==> src/logic/hbcr_consts.svh <==
// Constants of the host byte command responder: command codes, answers, pin codes, timing.
// Assumes one 125 MHz clock and bytes handed over by a USB byte bridge.
//
// Notes on behaviour
// 0xD9 samples temperature monitor input 3 raw.
// Raw replies: 12 bits right-justified, MSB first.
// 0xDA samples converter 0 from output converter 0.
// 0xDB samples converter 1 from output converter 1.
// Subsystem pin codes 0x16-0x31 read decimally.
// Bit 8 (pin code 24) drives the lamp active low.
// Codes 01-03, 05-07 are fabric input pins.
// Codes 16-20, 22, 24, 68 are fabric outputs.
// Codes 21 and 23 are readable fabric inputs.
// Faulty commands answer one byte 0xEn.
// Register read index above 5 answers 0xE0.
// Unknown command byte answers 0xE1.
// Clear with bad pin answers 0xE2.
// Set with bad pin answers 0xE3.
// Read with bad pin answers 0xE4.
// Bad shared-memory access flags 0xE5/E6/E7 by size.
// Subsystem silent two seconds answers 0xE8.
// Subsystem itself answers 0xE9 for unknown commands.
// Pin read answers 0x00 low, 0x01 high.
// Good clear or set echoes the pin code.
// Ping answers 0xC3 running, 0xE8 stopped.
// Argument byte follows command; one command at once.
// Host reads whole reply before next command.
`ifndef HBCR_CONSTS_SVH
`define HBCR_CONSTS_SVH

`define HBCR_CMD_VERSION 8'h10
`define HBCR_CMD_LOOP 8'h20
`define HBCR_CMD_LOOP_INV 8'h21
`define HBCR_CMD_FAB_READ 8'h30
`define HBCR_CMD_FAB_CLR 8'h40
`define HBCR_CMD_FAB_SET 8'h41
`define HBCR_CMD_PING 8'h70
`define HBCR_CMD_STATUS_HI 4'h8
`define HBCR_CMD_GPIO_READ 8'h90
`define HBCR_CMD_GPIO_CLR 8'ha0
`define HBCR_CMD_GPIO_SET 8'ha1
`define HBCR_CMD_RAW_TEMP3 8'hd9
`define HBCR_CMD_RAW_LOOP0 8'hda
`define HBCR_CMD_RAW_LOOP1 8'hdb

`define HBCR_ADC_CH_TEMP3 2'h0
`define HBCR_ADC_CH_LOOP0 2'h1
`define HBCR_ADC_CH_LOOP1 2'h2

`define HBCR_ERR_REG 8'he0
`define HBCR_ERR_CMD 8'he1
`define HBCR_ERR_CLR 8'he2
`define HBCR_ERR_SET 8'he3
`define HBCR_ERR_READ 8'he4
`define HBCR_ERR_SHM8 8'he5
`define HBCR_ERR_SHM16 8'he6
`define HBCR_ERR_SHM32 8'he7
`define HBCR_ERR_TIMEOUT 8'he8
`define HBCR_PING_OK 8'hc3
`define HBCR_PIN_LOW 8'h00
`define HBCR_PIN_HIGH 8'h01

`define HBCR_VERSION_MAX 8'h05
`define HBCR_GPIO_BASE 5'h10
`define HBCR_GPIO_LAMP 4'h8
`define HBCR_GPIO_RESET 16'h0100

`define HBCR_TIMEOUT_MS 64'd2000
`define HBCR_CLK_KHZ 64'd125000

`endif

==> src/logic/hbcr_pkg.sv <==
// Types shared by the host byte command responder modules.
// Assumes the constants header is included by the modules that use it.
package hbcr_pkg;

  // ==========================================================================
  // Command engine states.
  typedef enum logic [2:0] {HBCR_IDLE, HBCR_ARG, HBCR_ADC, HBCR_PSS} hbcr_state_t;

  typedef logic [7:0] hbcr_byte_t;

endpackage : hbcr_pkg

==> src/logic/hbcr_reply_if.sv <==
// Carrier between the command engine and the reply sender.
// Assumes both ends run on the same clock.
`timescale 1ns/1ps
`default_nettype none
interface hbcr_reply_if;
  logic load;
  logic two;
  logic [15:0] word;
  logic busy;

  modport src (output load, output two, output word, input busy);
  modport snk (input load, input two, input word, output busy);
endinterface : hbcr_reply_if
`default_nettype wire

==> src/logic/hbcr_reply_tx.sv <==
// Reply sender: puts one or two reply bytes on the byte bridge, high byte first.
// Assumes the bridge takes a byte when valid and ready are both high.
`timescale 1ns/1ps
`default_nettype none
module hbcr_reply_tx
(
  input wire logic clk_i,
  input wire logic sys_rst_i,
  hbcr_reply_if.snk rply,
  output logic [7:0] tx_data_o,
  output logic tx_valid_o,
  input wire logic tx_ready_i
);
  import hbcr_pkg::*;

  logic busy_reg;
  logic second_reg;
  logic [7:0] low_reg;
  logic [7:0] data_reg;
  logic valid_reg;

  wire start = rply.load && !busy_reg;
  wire taken = valid_reg && tx_ready_i;

  assign rply.busy = busy_reg;
  assign tx_data_o = data_reg;
  assign tx_valid_o = valid_reg;

  // ==========================================================================
  // Byte sequencing.
  always_ff @(posedge clk_i)
  begin
    if (sys_rst_i)
    begin
      busy_reg <= 1'b0;
      second_reg <= 1'b0;
      low_reg <= 8'h00;
      data_reg <= 8'h00;
      valid_reg <= 1'b0;
    end
    else if (start)
    begin
      busy_reg <= 1'b1;
      valid_reg <= 1'b1;
      second_reg <= rply.two;
      low_reg <= rply.word[7:0];
      data_reg <= rply.two ? rply.word[15:8] : rply.word[7:0];
    end
    else if (taken)
    begin
      if (second_reg)
      begin
        data_reg <= low_reg;
        second_reg <= 1'b0;
      end
      else
      begin
        valid_reg <= 1'b0;
        busy_reg <= 1'b0;
      end
    end
  end

endmodule : hbcr_reply_tx
`default_nettype wire

==> src/logic/hbcr_top.sv <==
// Host byte command responder: decodes host command bytes and answers them.
// Assumes bytes arrive from a USB byte bridge with valid/ready, and a processor
// subsystem and converter that answer requests with one-cycle strobes.
`include "hbcr_consts.svh"
`timescale 1ns/1ps
`default_nettype none
module hbcr_top
#(
  parameter longint TIMEOUT_CYCLES = `HBCR_TIMEOUT_MS * `HBCR_CLK_KHZ,
  parameter logic [47:0] VERSION_BYTES = 48'h050403020100 // Arbitrary value.
)
(
  input wire logic clk_i,
  input wire logic sys_rst_i,
  input wire hbcr_pkg::hbcr_byte_t rx_data_i,
  input wire logic rx_valid_i,
  output logic rx_ready_o,
  output hbcr_pkg::hbcr_byte_t tx_data_o,
  output logic tx_valid_o,
  input wire logic tx_ready_i,
  output logic adc_req_o,
  output logic [1:0] adc_chan_o,
  input wire logic adc_done_i,
  input wire logic [11:0] adc_data_i,
  input wire logic [7:0] fab_in_i,
  output logic [7:0] fab_out_o,
  input wire logic [15:0] gpio_in_i,
  output logic [15:0] gpio_o,
  output logic pss_req_o,
  output hbcr_pkg::hbcr_byte_t pss_cmd_o,
  input wire logic pss_ack_i,
  input wire hbcr_pkg::hbcr_byte_t pss_data_i,
  input wire logic pss_running_i,
  input wire logic shm_err_i,
  input wire logic [1:0] shm_err_size_i
);
  import hbcr_pkg::*;

  // ==========================================================================
  // Pin code decoding.
  function automatic logic [4:0] gpio_decode(input logic [7:0] code);
    logic [4:0] val;
    val = 5'(code[7:4] * 4'd10 + code[3:0]);
    if (code[3:0] <= 4'h9 && code[7:4] >= 4'h1 && code[7:4] <= 4'h3 && val >= `HBCR_GPIO_BASE)
      gpio_decode = {1'b1, 4'(val - `HBCR_GPIO_BASE)};
    else
      gpio_decode = 5'h00;
  endfunction : gpio_decode

  function automatic logic [3:0] fab_in_decode(input logic [7:0] code);
    case (code)
      8'h01: fab_in_decode = 4'h8;
      8'h02: fab_in_decode = 4'h9;
      8'h03: fab_in_decode = 4'ha;
      8'h05: fab_in_decode = 4'hb;
      8'h06: fab_in_decode = 4'hc;
      8'h07: fab_in_decode = 4'hd;
      8'h21: fab_in_decode = 4'he;
      8'h23: fab_in_decode = 4'hf;
      default: fab_in_decode = 4'h0;
    endcase
  endfunction : fab_in_decode

  function automatic logic [3:0] fab_out_decode(input logic [7:0] code);
    case (code)
      8'h16: fab_out_decode = 4'h8;
      8'h17: fab_out_decode = 4'h9;
      8'h18: fab_out_decode = 4'ha;
      8'h19: fab_out_decode = 4'hb;
      8'h20: fab_out_decode = 4'hc;
      8'h22: fab_out_decode = 4'hd;
      8'h24: fab_out_decode = 4'he;
      8'h68: fab_out_decode = 4'hf;
      default: fab_out_decode = 4'h0;
    endcase
  endfunction : fab_out_decode

  // ==========================================================================
  // State.
  localparam longint TIMEOUT_LAST = TIMEOUT_CYCLES - 1;

  hbcr_state_t state_reg, state_next;
  logic [7:0] cmd_reg, cmd_next;
  logic [31:0] timer_reg, timer_next;
  logic rx_ready_reg, rx_ready_next;
  logic [7:0] fab_out_reg, fab_out_next;
  logic [15:0] gpio_reg, gpio_next;
  logic adc_req_reg, adc_req_next;
  logic [1:0] adc_chan_reg, adc_chan_next;
  logic pss_req_reg, pss_req_next;
  logic [7:0] pss_cmd_reg, pss_cmd_next;
  logic [2:0] shm_reg, shm_next;
  logic ld_reg, ld_next;
  logic two_reg, two_next;
  logic [15:0] word_reg, word_next;

  hbcr_reply_if rply ();

  assign rply.load = ld_reg;
  assign rply.two = two_reg;
  assign rply.word = word_reg;

  // ==========================================================================
  // Argument decoding.
  wire rx_take = rx_valid_i && rx_ready_reg;
  wire [7:0] arg = rx_data_i;
  wire [4:0] gpio_sel = gpio_decode(arg);
  wire [3:0] fin_sel = fab_in_decode(arg);
  wire [3:0] fout_sel = fab_out_decode(arg);
  wire [2:0] ver_idx = arg[2:0];
  wire ver_ok = arg <= `HBCR_VERSION_MAX;
  wire [7:0] ver_byte = VERSION_BYTES[{ver_idx, 3'b000} +: 8];
  wire [15:0] fab_in_all = {fab_in_i, 8'h00};
  wire [7:0] pin_lvl_fab = fab_in_all[fin_sel] ? `HBCR_PIN_HIGH : `HBCR_PIN_LOW;
  wire [7:0] pin_lvl_gpio = gpio_in_i[gpio_sel[3:0]] ? `HBCR_PIN_HIGH : `HBCR_PIN_LOW;
  wire needs_arg = rx_data_i == `HBCR_CMD_VERSION || rx_data_i == `HBCR_CMD_LOOP
                || rx_data_i == `HBCR_CMD_LOOP_INV || rx_data_i == `HBCR_CMD_FAB_READ
                || rx_data_i == `HBCR_CMD_FAB_CLR || rx_data_i == `HBCR_CMD_FAB_SET
                || rx_data_i == `HBCR_CMD_GPIO_READ || rx_data_i == `HBCR_CMD_GPIO_CLR
                || rx_data_i == `HBCR_CMD_GPIO_SET;
  wire is_raw = rx_data_i == `HBCR_CMD_RAW_TEMP3 || rx_data_i == `HBCR_CMD_RAW_LOOP0
             || rx_data_i == `HBCR_CMD_RAW_LOOP1;
  wire [1:0] raw_chan = rx_data_i == `HBCR_CMD_RAW_TEMP3 ? `HBCR_ADC_CH_TEMP3 :
                        rx_data_i == `HBCR_CMD_RAW_LOOP0 ? `HBCR_ADC_CH_LOOP0 :
                        `HBCR_ADC_CH_LOOP1;
  wire [2:0] shm_set = shm_err_i ? (3'h1 << shm_err_size_i) : 3'h0;
  wire [7:0] shm_code = shm_reg[0] ? `HBCR_ERR_SHM8 :
                        shm_reg[1] ? `HBCR_ERR_SHM16 : `HBCR_ERR_SHM32;
  wire [2:0] shm_clr = shm_reg[0] ? 3'h1 : shm_reg[1] ? 3'h2 : 3'h4;
  wire reply_free = !ld_reg && !rply.busy;

  // ==========================================================================
  // Command engine.
  always_comb
  begin
    state_next = state_reg;
    cmd_next = cmd_reg;
    timer_next = timer_reg;
    fab_out_next = fab_out_reg;
    gpio_next = gpio_reg;
    adc_req_next = 1'b0;
    adc_chan_next = adc_chan_reg;
    pss_req_next = 1'b0;
    pss_cmd_next = pss_cmd_reg;
    shm_next = shm_reg;
    ld_next = 1'b0;
    two_next = 1'b0;
    word_next = word_reg;
    case (state_reg)
      HBCR_IDLE:
      begin
        if (shm_reg != 3'h0 && reply_free)
        begin
          ld_next = 1'b1;
          word_next = {8'h00, shm_code};
          shm_next = shm_reg & ~shm_clr;
        end
        else if (rx_take)
        begin
          cmd_next = rx_data_i;
          if (needs_arg)
            state_next = HBCR_ARG;
          else if (rx_data_i == `HBCR_CMD_PING)
          begin
            ld_next = 1'b1;
            word_next = {8'h00, pss_running_i ? `HBCR_PING_OK : `HBCR_ERR_TIMEOUT};
          end
          else if (is_raw)
          begin
            adc_req_next = 1'b1;
            adc_chan_next = raw_chan;
            state_next = HBCR_ADC;
          end
          else if (rx_data_i[7:4] == `HBCR_CMD_STATUS_HI)
          begin
            pss_req_next = 1'b1;
            pss_cmd_next = rx_data_i;
            timer_next = 32'h0;
            state_next = HBCR_PSS;
          end
          else
          begin
            ld_next = 1'b1;
            word_next = {8'h00, `HBCR_ERR_CMD};
          end
        end
      end
      HBCR_ARG:
      begin
        if (rx_take)
        begin
          ld_next = 1'b1;
          state_next = HBCR_IDLE;
          word_next = {8'h00, arg};
          case (cmd_reg)
            `HBCR_CMD_VERSION:
              word_next = {8'h00, ver_ok ? ver_byte : `HBCR_ERR_REG};
            `HBCR_CMD_LOOP_INV:
              word_next = {8'h00, ~arg};
            `HBCR_CMD_FAB_READ:
              word_next = {8'h00, fin_sel[3] ? pin_lvl_fab : `HBCR_ERR_READ};
            `HBCR_CMD_FAB_CLR:
              if (fout_sel[3])
                fab_out_next[fout_sel[2:0]] = 1'b0;
              else
                word_next = {8'h00, `HBCR_ERR_CLR};
            `HBCR_CMD_FAB_SET:
              if (fout_sel[3])
                fab_out_next[fout_sel[2:0]] = 1'b1;
              else
                word_next = {8'h00, `HBCR_ERR_SET};
            `HBCR_CMD_GPIO_READ:
              word_next = {8'h00, gpio_sel[4] ? pin_lvl_gpio : `HBCR_ERR_READ};
            `HBCR_CMD_GPIO_CLR:
              if (gpio_sel[4])
                gpio_next[gpio_sel[3:0]] = 1'b0;
              else
                word_next = {8'h00, `HBCR_ERR_CLR};
            `HBCR_CMD_GPIO_SET:
              if (gpio_sel[4])
                gpio_next[gpio_sel[3:0]] = 1'b1;
              else
                word_next = {8'h00, `HBCR_ERR_SET};
            default:
              word_next = {8'h00, arg};
          endcase
        end
      end
      HBCR_ADC:
      begin
        if (adc_done_i)
        begin
          ld_next = 1'b1;
          two_next = 1'b1;
          word_next = {4'h0, adc_data_i};
          state_next = HBCR_IDLE;
        end
      end
      HBCR_PSS:
      begin
        timer_next = timer_reg + 32'h1;
        if (pss_ack_i)
        begin
          ld_next = 1'b1;
          word_next = {8'h00, pss_data_i};
          state_next = HBCR_IDLE;
        end
        else if (64'(timer_reg) >= 64'(TIMEOUT_LAST))
        begin
          ld_next = 1'b1;
          word_next = {8'h00, `HBCR_ERR_TIMEOUT};
          state_next = HBCR_IDLE;
        end
      end
      default:
        state_next = HBCR_IDLE;
    endcase
    shm_next = shm_next | shm_set;
  end


  assign rx_ready_next = !ld_next && reply_free
                      && (state_next == HBCR_ARG || (state_next == HBCR_IDLE && shm_next == 3'h0));

  // ==========================================================================
  // Registers.
  always_ff @(posedge clk_i)
  begin
    if (sys_rst_i)
    begin
      state_reg <= HBCR_IDLE;
      cmd_reg <= 8'h00;
      timer_reg <= 32'h0;
      rx_ready_reg <= 1'b0;
      fab_out_reg <= 8'h00;
      gpio_reg <= `HBCR_GPIO_RESET;
      adc_req_reg <= 1'b0;
      adc_chan_reg <= 2'h0;
      pss_req_reg <= 1'b0;
      pss_cmd_reg <= 8'h00;
      shm_reg <= 3'h0;
      ld_reg <= 1'b0;
      two_reg <= 1'b0;
      word_reg <= 16'h0000;
    end
    else
    begin
      state_reg <= state_next;
      cmd_reg <= cmd_next;
      timer_reg <= timer_next;
      rx_ready_reg <= rx_ready_next;
      fab_out_reg <= fab_out_next;
      gpio_reg <= gpio_next;
      adc_req_reg <= adc_req_next;
      adc_chan_reg <= adc_chan_next;
      pss_req_reg <= pss_req_next;
      pss_cmd_reg <= pss_cmd_next;
      shm_reg <= shm_next;
      ld_reg <= ld_next;
      two_reg <= two_next;
      word_reg <= word_next;
    end
  end

  assign rx_ready_o = rx_ready_reg;
  assign fab_out_o = fab_out_reg;
  assign gpio_o = gpio_reg;
  assign adc_req_o = adc_req_reg;
  assign adc_chan_o = adc_chan_reg;
  assign pss_req_o = pss_req_reg;
  assign pss_cmd_o = pss_cmd_reg;

  // ==========================================================================
  // Reply sender.
  hbcr_reply_tx u_reply
  (
    .clk_i(clk_i),
    .sys_rst_i(sys_rst_i),
    .rply(rply),
    .tx_data_o(tx_data_o),
    .tx_valid_o(tx_valid_o),
    .tx_ready_i(tx_ready_i)
  );

endmodule : hbcr_top
`default_nettype wire

==> config.mk <==
export PLATFORM = sky130hd
export DESIGN_NAME = hbcr_top
export DESIGN_NICKNAME = d
export VERILOG_FILES = /design/src/logic/hbcr_pkg.sv /design/src/logic/hbcr_reply_if.sv /design/src/logic/hbcr_reply_tx.sv /design/src/logic/hbcr_top.sv
export VERILOG_INCLUDE_DIRS = /design/src /design/src/logic
export SDC_FILE = /design/constraint.sdc
export NUM_CORES = 1
export LEC_CHECK = 0
export BUFFER_PORTS_ARGS = -buffer_cell sky130_fd_sc_hd__buf_4
export CAP_MARGIN = 5
export CORE_MARGIN = 10
export CORE_UTILIZATION = 41
export CTS_CLUSTER_DIAMETER = 80
export CTS_CLUSTER_SIZE = 30
export DETAILED_ROUTE_END_ITERATION = 16
export GPL_TIMING_DRIVEN = 0
export PLACE_DENSITY = 0.69
export SYNTH_ARGS = -nofsm -noshare
export SYNTH_HDL_FRONTEND = slang
export SYNTH_SLANG_ARGS = --single-unit
==> constraint.sdc <==
create_clock -name clk_i -period 2.85 [get_ports clk_i]
set_clock_uncertainty 0.15 [all_clocks]
set_input_delay 0.285 -clock clk_i [delete_from_list [all_inputs] [get_ports clk_i]]
set_output_delay 0.285 -clock clk_i [all_outputs]
set_load 0.02 [all_outputs]
==> impl_summary.txt <==
----------------------------------------------------
[Global routing]
  Overall global routing resource usage ... 0.181
  Via count of the first global-routing pass ... between 5000 and 6000
  Initial antenna violation count ... 0
  Global-route wire length before repair ... 30.1 mm
  Pin count of the biggest net entering global routing ... 17
  Grt total ovfl ... 0

[Run]
  Number of max-cap violations ... 0

[Pwr]
  Internal power summed over all cells ... 0.00316 W
  Net Sw Power ... 0.00103 W
  Reg power frac ... 0.396
  Worst vdd ir ... approximately 0.00043 V
  Sw frac ... 0.245
  Leak ... 3.15 nW
  Areal power density over the cells ... 515 mW/mm²
  Clock network fraction of total power ... 0.495
  Combinational power share ... 0.109

[Clock tree]
  Cell chosen for the clock root ... sky130_fd_sc_hd__clkbuf_16
  CTS tree ... built
  Clock buffer count from CTS ... 17
  # H-tree levels ... 4
  Total clock sinks ... 115
  Worst-path clk slew ... 0.05 ns
  Bufs on Longest Clock Path ... 2
  Clock latency reported for the late side of the worst-skew pair ... approximately 0.42 ns

[Yosys]
  Number of synthesis warnings ... 0
  Ranking of synthesized cells by instance count ... sky130_fd_sc_hd__dfxtp_1 (115), sky130_fd_sc_hd__nand2_1 (99), sky130_fd_sc_hd__nor2_1 (87)
  Gate count of the mapped netlist ... 793
  Number of synthesized flops with an enable pin ... 0
  Share of the synthesized area in the top cell type ... 0.365
  Count leader, synth ... sky130_fd_sc_hd__dfxtp_1
  Share of synthesized registers carrying an async set or reset ... 0
  #FFs+latches synth ... 115
  Cell variety after synth ... 78
  Cell area after technology mapping ... 0.00630 mm²
  Sequential share of the synthesized area ... 0.365
  Synthesized net count ... 861
  Most used DFF post-synth ... sky130_fd_sc_hd__dfxtp_1
  Syn_area_per_cell ... 7.95 µm²
  Biggest area contributors in the synthesized netlist ... sky130_fd_sc_hd__dfxtp_1 (37%), sky130_fd_sc_hd__nand2_1 (5.9%), sky130_fd_sc_hd__a21oi_1 (5.4%), sky130_fd_sc_hd__mux2i_1 (5.4%), sky130_fd_sc_hd__nor2_1 (5.2%)
  Most area-hungry cell type in the Yosys netlist ... sky130_fd_sc_hd__dfxtp_1

[Route]
  Detailed router's first-iteration violation count ... ~560
  Routed WL per cell ... roughly 17 µm
  Number of vias after detailed routing ... 6380
  DRC viols ... 0
  Final antenna-violating net count ... 0
  WL final ... approximately 19 mm
  Number of vias per cell after detailed routing ... 5.64
  DR pass1 iterations ... 5

[Layout]
  Layout cells sized above 1 ... 0.208
  Total inserted antenna cells ... 0
  Sequential cell area ... about 0.0023 mm²
  Final Net Count ... approximately 1000
  Fin area ... 0.00813 mm²
  Area occupied by multi-input gates ... about 0.0038 mm²
  Signed area change from the synthesized netlist to the final layout ... 28.9%
  Filler cells ... 1477
  Post-layout utilization of the core ... 0.537

[Placement]
  GPL Wtd Cong ... 0.931
  Pre-CTS worst setup slack ... -0.407 ns
  Port-buffer cells ... 106
  Post-DP HPWL ... 14.2 mm
  Post-Place Cell Area ... approximately 0.0073 mm²

[Die]
  Die width ... 144 µm
  Initial standard-cell utilization of the core ... 0.416
  Die outline area ... a little over 0.02 mm²
  Std-Cell Rows ... 45
  Die Span Y ... 144 µm
  Core region area ... 0.0151 mm²
  Ports ... 108

[STA]
  Worst Slack Setup Final ... ~0.076 ns
  Setup repair after global routing missed its margin ... yes
  Final worst path period need ... 2.77 ns
  Final-report hold violation count ... 0
  Worst hold slack ... 0.00517 ns
  Final count of negative-setup-slack endpoints ... 0
  Ratio of final minimum period to clock period ... 0.973
  Slew @ Worst Pin ... between 0.7 and 0.8 ns
  Final max-slew violation count ... 0
  Upper clock frequency limit ... approximately 360 MHz
  Max transition margin ... 0.479

[Critical path]
  Required arrival time at the worst endpoint ... 3.01 ns
  Nature of the critical path startpoint ... register
  Type of element capturing the critical path ... register
  Signal arrival time at the worst endpoint ... 2.93 ns
  Largest driver fanout on the critical path ... 10
  Worst setup path startpoint ... timer_reg[0]
  Kind of critical path ... reg -> reg
  Worst flop-to-flop path startpoint ... timer_reg[0]

[Worst hold path]
  Class of the tightest hold or removal check ... in -> reg
  Launch instance of the worst min-delay path ... shm_err_size_i[0]

[Status]
  Result of the run ... complete, no violations

----------------------------------------------------
## power groups by stage
stage | logic (W) | clock network [W] | registers, W
after global routing | 0.000496 | 0.00217 | 0.00166
after global placement | 0.000425 | 0 | 0.00169
after CTS | 0.000440 | 0.00210 | 0.00166
after detailed placement | 0.000428 | 0 | 0.00169
after floorplan | 0.000253 | 0 | 0.00169
final | 0.000457 | 0.00207 | 0.00166
## path summary, 6_finish.rpt
path | end | slack [ns] | cells past startpoint
hold / removal | shm_reg[1] | 0.005 | 3
setup / recovery | rply.word[2] | 0.08 | 9
hold reg to reg | pss_cmd_o[6] | 0.30 | 1
setup reg to reg | rply.word[2] | 0.08 | 9
## through the flow
| step | TNS, ns | cells | total power [W] |
|---|---|---|---|
| after global placement | -7.84 | 1087 | 0.00211 |
| final | 0 | 1131 | 0.00418 |
| after global routing | -0.468 | 1131 | 0.00433 |
| after CTS | 0 | 1126 | 0.00420 |
| after detailed placement | -7.81 | 1087 | 0.00212 |
| after floorplan | 0 | 793 | 0.00195 |
## cell usage in the layout (no fill, tap or decap), types with 4 or more instances in the layout
cell type                         n
sky130_fd_sc_hd__o211ai_1         5
sky130_fd_sc_hd__a21oi_1         68
sky130_fd_sc_hd__o31ai_1          5
sky130_fd_sc_hd__nand4_1         18
sky130_fd_sc_hd__nand2b_1         7
sky130_fd_sc_hd__buf_4          111
sky130_fd_sc_hd__nand3b_1         7
sky130_fd_sc_hd__xor2_1           6
sky130_fd_sc_hd__clkbuf_8         6
sky130_fd_sc_hd__or3_1           22
sky130_fd_sc_hd__nand3_1         26
sky130_fd_sc_hd__nor4_1           8
sky130_fd_sc_hd__mux2i_1         34
sky130_fd_sc_hd__and3b_1          4
sky130_fd_sc_hd__or2_2            5
sky130_fd_sc_hd__and3_1          10
sky130_fd_sc_hd__a31oi_1          8
sky130_fd_sc_hd__nor2_1          86
sky130_fd_sc_hd__clkinv_2         4
sky130_fd_sc_hd__o21ai_0         47
sky130_fd_sc_hd__dfxtp_1        113
sky130_fd_sc_hd__a211oi_1         7
sky130_fd_sc_hd__buf_2            7
sky130_fd_sc_hd__nor3b_1          6
sky130_fd_sc_hd__nor3_1          18
sky130_fd_sc_hd__dlygate4sd3_1    7
sky130_fd_sc_hd__and2_1          14
sky130_fd_sc_hd__nand2_1         98
sky130_fd_sc_hd__clkbuf_16       17
sky130_fd_sc_hd__nor2b_1          5
sky130_fd_sc_hd__ha_1             5
sky130_fd_sc_hd__mux4_2           5
sky130_fd_sc_hd__a311oi_1         5
sky130_fd_sc_hd__inv_1           21
sky130_fd_sc_hd__xnor2_1         10
sky130_fd_sc_hd__clkbuf_1        29
## logic make-up after synthesis
logic type      synth area share
fa+ha+maj                 0.0147
flops                      0.365
buf+inv                   0.0403
xor+xnor                  0.0222
other cells             0.000595
mux                       0.0754
simple gates               0.295
compound gates             0.186
## critical path: stages (launching register included)
cell and delay (ns):
sky130_fd_sc_hd__dfxtp_1 0.35, sky130_fd_sc_hd__ha_1 0.25, sky130_fd_sc_hd__and2_1 0.20, sky130_fd_sc_hd__a21oi_1 0.16, sky130_fd_sc_hd__o21ai_0 0.14, sky130_fd_sc_hd__a31oi_2 0.39, sky130_fd_sc_hd__o21a_1 0.16, sky130_fd_sc_hd__clkbuf_1 0.42
sky130_fd_sc_hd__nor2_1 0.17, sky130_fd_sc_hd__a32o_1 0.28
## cell type report
cell class / instances / area share
multi-input combinational: 615 / 0.472
timing repair buffer: 118 / 0.111
clock buffer: 24 / 0.0630
tap: 188 / 0.0289
inverter: 21 / 0.00970
clock inverter: 8 / 0.00908
buffer: 42 / 0.0223
sequential: 115 / 0.284
## what timing repair did
item | in CTS | in global routing
cloned | 0 | 0
gates resized for setup | 5 | 20
buffers inserted | 0 | 5
setup endpoints to repair | 23 | 53
hold buffers | 7 | 0
endpoints found under the hold margin | 7 | 0
pin swaps | 0 | 6
## per-layer routing
layer / up-vias / GRT usage / wire (µm)
met3: 43 / 0.0577 / 1580
met4: 0 / 0.0570 / 384
met5: - / 0 / 0
met1: 2929 / 0.241 / 8670
met2: 250 / 0.271 / 8250
li1: 3158 / - / -
Power figures use the tool's default switching activity.
